<file path="config.mk">
export PLATFORM = sky130hd
export DESIGN_NAME = wdc_regs
export DESIGN_NICKNAME = d
export VERILOG_FILES = /design/src/wdc_pkg.sv /design/src/wdc_regs.sv
export SDC_FILE = /design/constraint.sdc
export NUM_CORES = 1
export LEC_CHECK = 0
export ABC_AREA = 1
export BUFFER_PORTS_ARGS = -buffer_cell sky130_fd_sc_hd__buf_2
export CAP_MARGIN = 20
export CORE_ASPECT_RATIO = 0.8
export CORE_MARGIN = 2
export CORE_UTILIZATION = 56
export CTS_BUF_LIST = sky130_fd_sc_hd__clkbuf_16
export DETAILED_ROUTE_END_ITERATION = 10
export PLACE_DENSITY_LB_ADDON = 0.05
export SLEW_MARGIN = 5
export SYNTH_ARGS = -nofsm -noshare
export SYNTH_HDL_FRONTEND = slang
export SYNTH_SLANG_ARGS = --single-unit
export TNS_END_PERCENT = 100
</file>
<file path="constraint.sdc">
create_clock -name sys_clk_i -period 1.89 [get_ports sys_clk_i]
set_clock_uncertainty 0.2 [all_clocks]
set_input_delay 0.378 -clock sys_clk_i [delete_from_list [all_inputs] [get_ports sys_clk_i]]
set_output_delay 0.378 -clock sys_clk_i [all_outputs]
set_load 0.03 [all_outputs]
</file>
<file path="src/wdc_pkg.sv">
package wdc_pkg;
    // register offsets (5-bit address space)
    localparam logic [4:0] WDC_ADDR_UNLOCK = 5'h02;
    localparam logic [4:0] WDC_ADDR_SETUP  = 5'h03;
    localparam logic [4:0] WDC_ADDR_KICK   = 5'h04;
    // reset values and key
    localparam logic [7:0] WDC_UNLOCK_RST  = 8'h00;
    localparam logic [7:0] WDC_SETUP_RST   = 8'h09;
    localparam logic [7:0] WDC_KICK_RST    = 8'h00;
    localparam logic [7:0] WDC_UNLOCK_KEY  = 8'h5A;
    // setup field positions
    localparam int WDC_DIS_LSB  = 6;
    localparam int WDC_TOUT_LSB = 3;
    localparam int WDC_WIN_LSB  = 0;
    localparam logic [1:0] WDC_DIS_CODE = 2'h1;
    localparam int WDC_KICK_BIT = 0;
    // timing: 100 MHz clock, one tick per millisecond
    localparam int WDC_CLK_MHZ  = 100;
    localparam int WDC_TICK_US  = 1000;
    localparam int WDC_TICK_CYC = WDC_CLK_MHZ * WDC_TICK_US;

    // one register access from the serial engines
    typedef struct packed {
        logic       wr;
        logic       rd;
        logic [4:0] addr;
        logic [7:0] wdata;
    } wdc_req_t;

    // nominal period in ms from a 3-bit timeout code
    function automatic logic [11:0] wdc_tout_ms(input logic [2:0] c);
        case (c)
            3'h0:    wdc_tout_ms = 12'h050;
            3'h1:    wdc_tout_ms = 12'h0A0;
            3'h2:    wdc_tout_ms = 12'h140;
            3'h3:    wdc_tout_ms = 12'h1E0;
            3'h4:    wdc_tout_ms = 12'h320;
            3'h5:    wdc_tout_ms = 12'h3E8;
            3'h6:    wdc_tout_ms = 12'h7D0;
            default: wdc_tout_ms = 12'hFA0;
        endcase
    endfunction : wdc_tout_ms

    // nominal period in ms from a 3-bit window code
    function automatic logic [11:0] wdc_win_ms(input logic [2:0] c);
        case (c)
            3'h0:    wdc_win_ms = 12'h00A;
            3'h1:    wdc_win_ms = 12'h028;
            3'h2:    wdc_win_ms = 12'h050;
            3'h3:    wdc_win_ms = 12'h078;
            3'h4:    wdc_win_ms = 12'h0A0;
            3'h5:    wdc_win_ms = 12'h0F0;
            3'h6:    wdc_win_ms = 12'h140;
            default: wdc_win_ms = 12'h190;
        endcase
    endfunction : wdc_win_ms
endpackage : wdc_pkg

</file>
<file path="src/wdc_regs.sv">
`timescale 1ns/1ns
// Operation
// - spi and i2c requests reach one shared register file; spi wins a same-cycle write.
// - setup register writes allowed only while unlock key holds 0x5A.
// - any other unlock value, reset included, blocks setup writes.
// - setup bits 5:3 select timeout period 80 to 4000 ms.
// - setup bits 2:0 select window period 10 to 400 ms.
// - periods are nominal; plus or minus 25 percent tolerated.
// - kick bit clears itself once the counter restarts.
module wdc_regs #(
    parameter int TICK_CYC = wdc_pkg::WDC_TICK_CYC
) (
    // clock, reset, enable
    input  wire logic              sys_clk_i,
    input  wire logic              rst_b_i,
    input  wire logic              clk_en_i,
    // power-on resets, active low, synchronous to sys_clk_i
    input  wire logic              battery_power_on_reset_b_i,
    input  wire logic              regulator_one_power_on_reset_b_i,
    // spi and i2c engine requests
    input  wire wdc_pkg::wdc_req_t spi_req_i,
    input  wire wdc_pkg::wdc_req_t i2c_req_i,
    // read data
    output logic [7:0]             spi_rdata_o,
    output logic [7:0]             i2c_rdata_o,
    // watchdog state
    output logic                   watchdog_unit_enabled_o,
    output logic [11:0]            tout_ms_o,
    output logic [11:0]            win_ms_o,
    output logic                   ms_tick_o,
    output logic                   kick_pending_o,
    input  wire logic              counter_restart_i
);
    import wdc_pkg::*;

    logic [7:0]  unlock_key;
    logic [7:0]  setup;
    logic [7:0]  kick;
    logic [31:0] tick_cnt;

    // spi wins if both engines write in the same cycle
    wdc_req_t req;
    assign req = spi_req_i.wr ? spi_req_i : i2c_req_i;

    // address decode
    wire sel_unlock = req.addr == WDC_ADDR_UNLOCK;
    wire sel_setup  = req.addr == WDC_ADDR_SETUP;
    wire sel_kick   = req.addr == WDC_ADDR_KICK;
    wire unlocked   = unlock_key == WDC_UNLOCK_KEY;
    wire wr_unlock  = clk_en_i && req.wr && sel_unlock;
    wire wr_setup   = clk_en_i && req.wr && sel_setup && unlocked;
    wire set_kick   = clk_en_i && req.wr && sel_kick && req.wdata[WDC_KICK_BIT];

    // read mux, kick is write-only
    function automatic logic [7:0] rd_mux(input logic [4:0] a, input logic [7:0] k,
                                          input logic [7:0] s);
        if (a == WDC_ADDR_UNLOCK) begin
            rd_mux = k;
        end else if (a == WDC_ADDR_SETUP) begin
            rd_mux = s;
        end else begin
            rd_mux = 8'h00;
        end
    endfunction : rd_mux

    wire [7:0] next_spi_rdata = rd_mux(spi_req_i.addr, unlock_key, setup);
    wire [7:0] next_i2c_rdata = rd_mux(i2c_req_i.addr, unlock_key, setup);

    // unlock key, reset by regulator one power-on
    always_ff @(posedge sys_clk_i or negedge rst_b_i) begin
        if (!rst_b_i) begin
            unlock_key <= WDC_UNLOCK_RST;
        end else if (!regulator_one_power_on_reset_b_i) begin
            unlock_key <= WDC_UNLOCK_RST;
        end else if (wr_unlock) begin
            unlock_key <= req.wdata;
        end
    end

    // setup, reset by battery power-on
    always_ff @(posedge sys_clk_i or negedge rst_b_i) begin
        if (!rst_b_i) begin
            setup <= WDC_SETUP_RST;
        end else if (!battery_power_on_reset_b_i) begin
            setup <= WDC_SETUP_RST;
        end else if (wr_setup) begin
            setup <= req.wdata;
        end
    end

    // kick self-clears on restart; a new kick in that cycle wins
    always_ff @(posedge sys_clk_i or negedge rst_b_i) begin
        if (!rst_b_i) begin
            kick <= WDC_KICK_RST;
        end else if (!regulator_one_power_on_reset_b_i) begin
            kick <= WDC_KICK_RST;
        end else if (set_kick) begin
            kick[WDC_KICK_BIT] <= 1'b1;
        end else if (clk_en_i && counter_restart_i) begin
            kick[WDC_KICK_BIT] <= 1'b0;
        end
    end

    // read data registers
    always_ff @(posedge sys_clk_i or negedge rst_b_i) begin
        if (!rst_b_i) begin
            spi_rdata_o <= 8'h00;
            i2c_rdata_o <= 8'h00;
        end else if (clk_en_i) begin
            spi_rdata_o <= next_spi_rdata;
            i2c_rdata_o <= next_i2c_rdata;
        end
    end

    // millisecond time base for nominal periods
    always_ff @(posedge sys_clk_i or negedge rst_b_i) begin
        if (!rst_b_i) begin
            tick_cnt  <= 32'h0;
            ms_tick_o <= 1'b0;
        end else if (clk_en_i) begin
            ms_tick_o <= tick_cnt == 32'(TICK_CYC - 1);
            tick_cnt  <= (tick_cnt == 32'(TICK_CYC - 1)) ? 32'h0 : tick_cnt + 32'h1;
        end
    end

    assign watchdog_unit_enabled_o = setup[WDC_DIS_LSB +: 2] != WDC_DIS_CODE;
    assign tout_ms_o      = wdc_tout_ms(setup[WDC_TOUT_LSB +: 3]);
    assign win_ms_o       = wdc_win_ms(setup[WDC_WIN_LSB +: 3]);
    assign kick_pending_o = kick[WDC_KICK_BIT];

    // assertions
    property p_locked_setup;
        @(posedge sys_clk_i) disable iff (!rst_b_i)
        (unlock_key != WDC_UNLOCK_KEY && battery_power_on_reset_b_i) |=> $stable(setup);
    endproperty
    a_locked_setup: assert property (p_locked_setup) else $error("setup changed while locked");

    property p_unlocked_write;
        @(posedge sys_clk_i) disable iff (!rst_b_i)
        (clk_en_i && spi_req_i.wr && spi_req_i.addr == WDC_ADDR_SETUP && unlocked
         && battery_power_on_reset_b_i) |=> setup == $past(spi_req_i.wdata);
    endproperty
    a_unlocked_write: assert property (p_unlocked_write) else $error("keyed write lost");

    property p_disable;
        @(posedge sys_clk_i) disable iff (!rst_b_i)
        watchdog_unit_enabled_o == (setup[WDC_DIS_LSB +: 2] != 2'h1);
    endproperty
    a_disable: assert property (p_disable) else $error("enable decode wrong");

    property p_tout;
        @(posedge sys_clk_i) disable iff (!rst_b_i)
        (setup[WDC_TOUT_LSB +: 3] == 3'h7) |-> tout_ms_o == 12'hFA0;
    endproperty
    a_tout: assert property (p_tout) else $error("timeout decode wrong");

    property p_tout_min;
        @(posedge sys_clk_i) disable iff (!rst_b_i)
        (setup[WDC_TOUT_LSB +: 3] == 3'h0) |-> tout_ms_o == 12'h050;
    endproperty
    a_tout_min: assert property (p_tout_min) else $error("shortest timeout wrong");

    property p_win;
        @(posedge sys_clk_i) disable iff (!rst_b_i)
        (setup[WDC_WIN_LSB +: 3] == 3'h0) |-> win_ms_o == 12'h00A;
    endproperty
    a_win: assert property (p_win) else $error("window decode wrong");

    property p_win_max;
        @(posedge sys_clk_i) disable iff (!rst_b_i)
        (setup[WDC_WIN_LSB +: 3] == 3'h7) |-> win_ms_o == 12'h190;
    endproperty
    a_win_max: assert property (p_win_max) else $error("longest window wrong");

    property p_kick_clear;
        @(posedge sys_clk_i) disable iff (!rst_b_i)
        (clk_en_i && counter_restart_i && !set_kick && regulator_one_power_on_reset_b_i)
        |=> !kick_pending_o;
    endproperty
    a_kick_clear: assert property (p_kick_clear) else $error("kick not cleared");

    property p_kick_set;
        @(posedge sys_clk_i) disable iff (!rst_b_i)
        (set_kick && regulator_one_power_on_reset_b_i) |=> kick_pending_o;
    endproperty
    a_kick_set: assert property (p_kick_set) else $error("kick set lost");

    property p_same_read;
        @(posedge sys_clk_i) disable iff (!rst_b_i)
        (clk_en_i && spi_req_i.addr == i2c_req_i.addr) |=> spi_rdata_o == i2c_rdata_o;
    endproperty
    a_same_read: assert property (p_same_read) else $error("ports disagree");

    property p_tick;
        @(posedge sys_clk_i) disable iff (!rst_b_i)
        (ms_tick_o && clk_en_i) |=> !ms_tick_o;
    endproperty
    a_tick: assert property (p_tick) else $error("tick too long");

    property p_tick_freeze;
        @(posedge sys_clk_i) disable iff (!rst_b_i)
        !clk_en_i |=> $stable(tick_cnt) && $stable(ms_tick_o);
    endproperty
    a_tick_freeze: assert property (p_tick_freeze) else $error("time base moved");

    property p_unlock_key;
        @(posedge sys_clk_i) disable iff (!rst_b_i)
        (wr_unlock && regulator_one_power_on_reset_b_i) |=> unlock_key == $past(req.wdata);
    endproperty
    a_unlock_key: assert property (p_unlock_key) else $error("key write lost");

    property p_regulator_reset;
        @(posedge sys_clk_i) disable iff (!rst_b_i)
        !regulator_one_power_on_reset_b_i |=> unlock_key == WDC_UNLOCK_RST && !kick_pending_o;
    endproperty
    a_regulator_reset: assert property (p_regulator_reset) else $error("key or kick kept");

    property p_battery_reset;
        @(posedge sys_clk_i) disable iff (!rst_b_i)
        !battery_power_on_reset_b_i |=> setup == WDC_SETUP_RST && watchdog_unit_enabled_o;
    endproperty
    a_battery_reset: assert property (p_battery_reset) else $error("setup kept");

    c_unlock: cover property (@(posedge sys_clk_i) disable iff (!rst_b_i) wr_unlock ##[1:20] wr_setup);
    c_kick:   cover property (@(posedge sys_clk_i) disable iff (!rst_b_i) set_kick ##1 counter_restart_i);
    c_off:    cover property (@(posedge sys_clk_i) disable iff (!rst_b_i) !watchdog_unit_enabled_o);
    c_frozen: cover property (@(posedge sys_clk_i) disable iff (!rst_b_i) !clk_en_i && req.wr);
endmodule : wdc_regs

</file>
==> reports/results.ini <==
[run_status]
outcome = complete, but fails checks
violations = negative setup slack

[setup_path]
regToRegStartpoint = tick_cnt[10]
slowest_delay_ns = 0.59
cp-startpoint = setup[0]
startpoint_type = register
cp_max_fo = 5
rr_endpoint = tick_cnt[23]
r2r_cells = 7
worstPathRequired_ns = 1.31
cpMaxStageDelayCell = dfstp_2
endpoint = win_ms_o[8]
cp-end-kind = output port
reg2reg_slack_ns = 0.08
path_class = reg2out
worstPathCellList = nand2_1 > o21ai_1 > buf_4
crit_arrival_ns = 1.34

[sta]
finalCritPeriodShare_pct = 101.5
slew_viol_final = 0
fin_crit_ns = 1.917
setup_viol = 2
fin_ws_ns = -0.02741
grt_setup_unrepaired = yes
finalHoldViolations = 0
max_freq_mhz = 521.5

[logic_synthesis]
syn_avg_cell_area_sq_um = 6.720
yosys.area_share.adder_pct = 0.2927
yosys.area_share.simple_pct = 41.25
netlist_instances = 636
synth_top_cell_area_share_pct = 37.47
ys_types = 35
synthTopCellsByArea = dfrtp_1, nand2_1, nor2_1
ys_ff_latch = 66
yosysTopAreaCell = dfrtp_1
synth_mux_area_share_pct = 1.405
synth_compound_area_share_pct = 4.772
syn_area_sq_um = 4274
synth_top_family_by_area = simple AND/OR/NAND/NOR gates
yosysWarningCount = 0
synth_xor_area_share_pct = 2.459
ys_seq_area_share_pct = 38.70

[routing]
wirelength_um = 11800
drc = 0
wl_per_cell_um = 14.11
first_pass_iters = 5
ant_nets = 0
via_per_inst = 5.267
vias = 4403
first_iter_violations = 338

[clock_tree]
numCtsBuffers = 9
root_buffer = clkbuf_16
clock_latency_ns = 0.34
cts_max_level = 3
clock-sinks = 66
cts_buffer_depth = 2
clkTransAtPathRegs_ns = 0.05
cts_tree = built

[floorplanning]
io_pins = 79
coreArea_sq_um = 7392
die_area_sq_um = 8352
die_w_um = 101.7
die_h_um = 82.14
initial_core_util_pct = 57.82
placementRows = 28

[power]
power.total_w = 0.003613
p_per_area_nw_per_um2 = 695.4
irDropWorstVdd_mv = 0.5725
p_leak_nw = 2.805

[global_routing]
gr-total-overflow = 0
grt_max_degree = 35
track_usage_pct = 29.72
grt_pass1_wl_um = 18990
grt_pass1_vias = 3923
grt_antenna_before_repair = 0

[cells_and_area]
area_growth_pct = 21.57
layout_common_cells = nand2_1, nor2_1, inv_1
layout-drive-gt1-share_pct = 20.52
diodes = 0
fin_cells = 836
final_nets = 765
nFillCells = 643
postLayoutCoreUtil_pct = 70.29
final_common_cell = nand2_1
final_area_sq_um = 5196

[place]
place_inst = 813
placed_area_sq_um = 4776
io_buffer_count = 68
dp.final_hpwl_um = 8599
finalWeightedCongestion = 0.9160

[run]
max-cap-violations = 0

[hold_path]
min_path_cells = 2
hold_class = in2reg

## state kept, by name, summed over array words and instances (netlist names)
name / cells
setup: 8
ms_tick_o: 1
tick_cnt: 32
spi_rdata_o: 8
unlock_key: 8
i2c_rdata_o: 8
kick: 1
## power breakdown
group / switching [W] / leakage (nW) / internal (W)
registers: 0.0000703 / 0.837 / 0.00148
clock network: 0.000617 / 0.136 / 0.000992
logic: 0.000295 / 1.83 / 0.000155
## worst min path at each step
stage                                    start        endpoint  slack (ns)
detailed placement                     rst_b_i         kick[0]        0.17
global placement                       rst_b_i         kick[0]        0.16
CTS                 battery_power_on_reset_b_i        setup[3]        0.10
finish              battery_power_on_reset_b_i        setup[3]        0.11
global route                 counter_restart_i         kick[0]        0.14
floorplan                              rst_b_i  i2c_rdata_o[0]       -0.12
## cell usage after synthesis
master,number
nand2_1,234
nor2_1,81
inv_1,79
dfrtp_1,64
nand3_1,56
o22ai_1,16
xor2_1,12
nand4_1,11
buf_4,10
a21oi_1,9
o21ai_0,9
mux2i_1,6
nand2_4,6
clkbuf_1,5
buf_2,4
nor2_2,4
nor3_1,4
and2_1,3
inv_2,3
nand3b_1,3
dfstp_2,2
nand2_2,2
buf_1,1
buf_12,1
buf_6,1
buf_8,1
conb_1,1
ha_1,1
nand3_4,1
nor2_4,1
nor2_8,1
nor3_2,1
o21ai_1,1
o21ai_2,1
or2_2,1
## worst max-delay path, delay by kind of cell (launching register included)
kind / cells / cell delay, ns
AO/OA/AOI/OAI: 1 / 0.14
buffers and inverters: 1 / 0.18
flip-flops: 1 / 0.59
AND/OR/NAND/NOR: 1 / 0.11
## cell families (layout without fill, tap and decap cells)
family | after synthesis | after routing
other cells | 1 | 8
simple gates | 409 | 409
flops | 66 | 66
buf+inv | 105 | 193
xor+xnor | 12 | 12
fa+ha+maj | 1 | 1
compound gates | 36 | 36
mux | 6 | 6
## final cells by class
cell class | instances | area, sq um | share of cell area [%]
clock buffer | 9 | 225.2 | 4.334
clock inverter | 5 | 47.55 | 0.9150
inverter | 82 | 315.3 | 6.068
multi-input combinational | 472 | 2216 | 42.64
sequential | 66 | 1658 | 31.90
tap | 105 | 131.4 | 2.528
timing repair buffer | 97 | 603.1 | 11.61
## repair_timing
item / CTS / global route
hold buffers: 1 / 0
endpoints found under the hold margin: 15 / 0
setup endpoints to repair: 10 / 23
resized for setup: 16 / 24
buffers inserted: 4 / 4
pin swaps: 1 / 0
## per-stage QoR
step | worst slack [ns] | hold slack, ns | TNS (ns)
after floorplan | 0.0007420 | -0.1176 | 0
after global placement | 0.08083 | 0.1600 | 0
after detailed placement | 0.01417 | 0.1728 | 0
after CTS | -0.01706 | 0.1030 | -0.03057
after global routing | -0.09236 | 0.1352 | -0.3442
final | -0.02741 | 0.1059 | -0.04708
## routing by layer
layer / routed length [um] / global-route usage (%)
met5: 0 / 0
met4: 132 / 7.568
met3: 1062 / 5.471
met2: 4897 / 42.50
met1: 5706 / 46.16
Note: power is estimated with default switching activity, not from simulation.
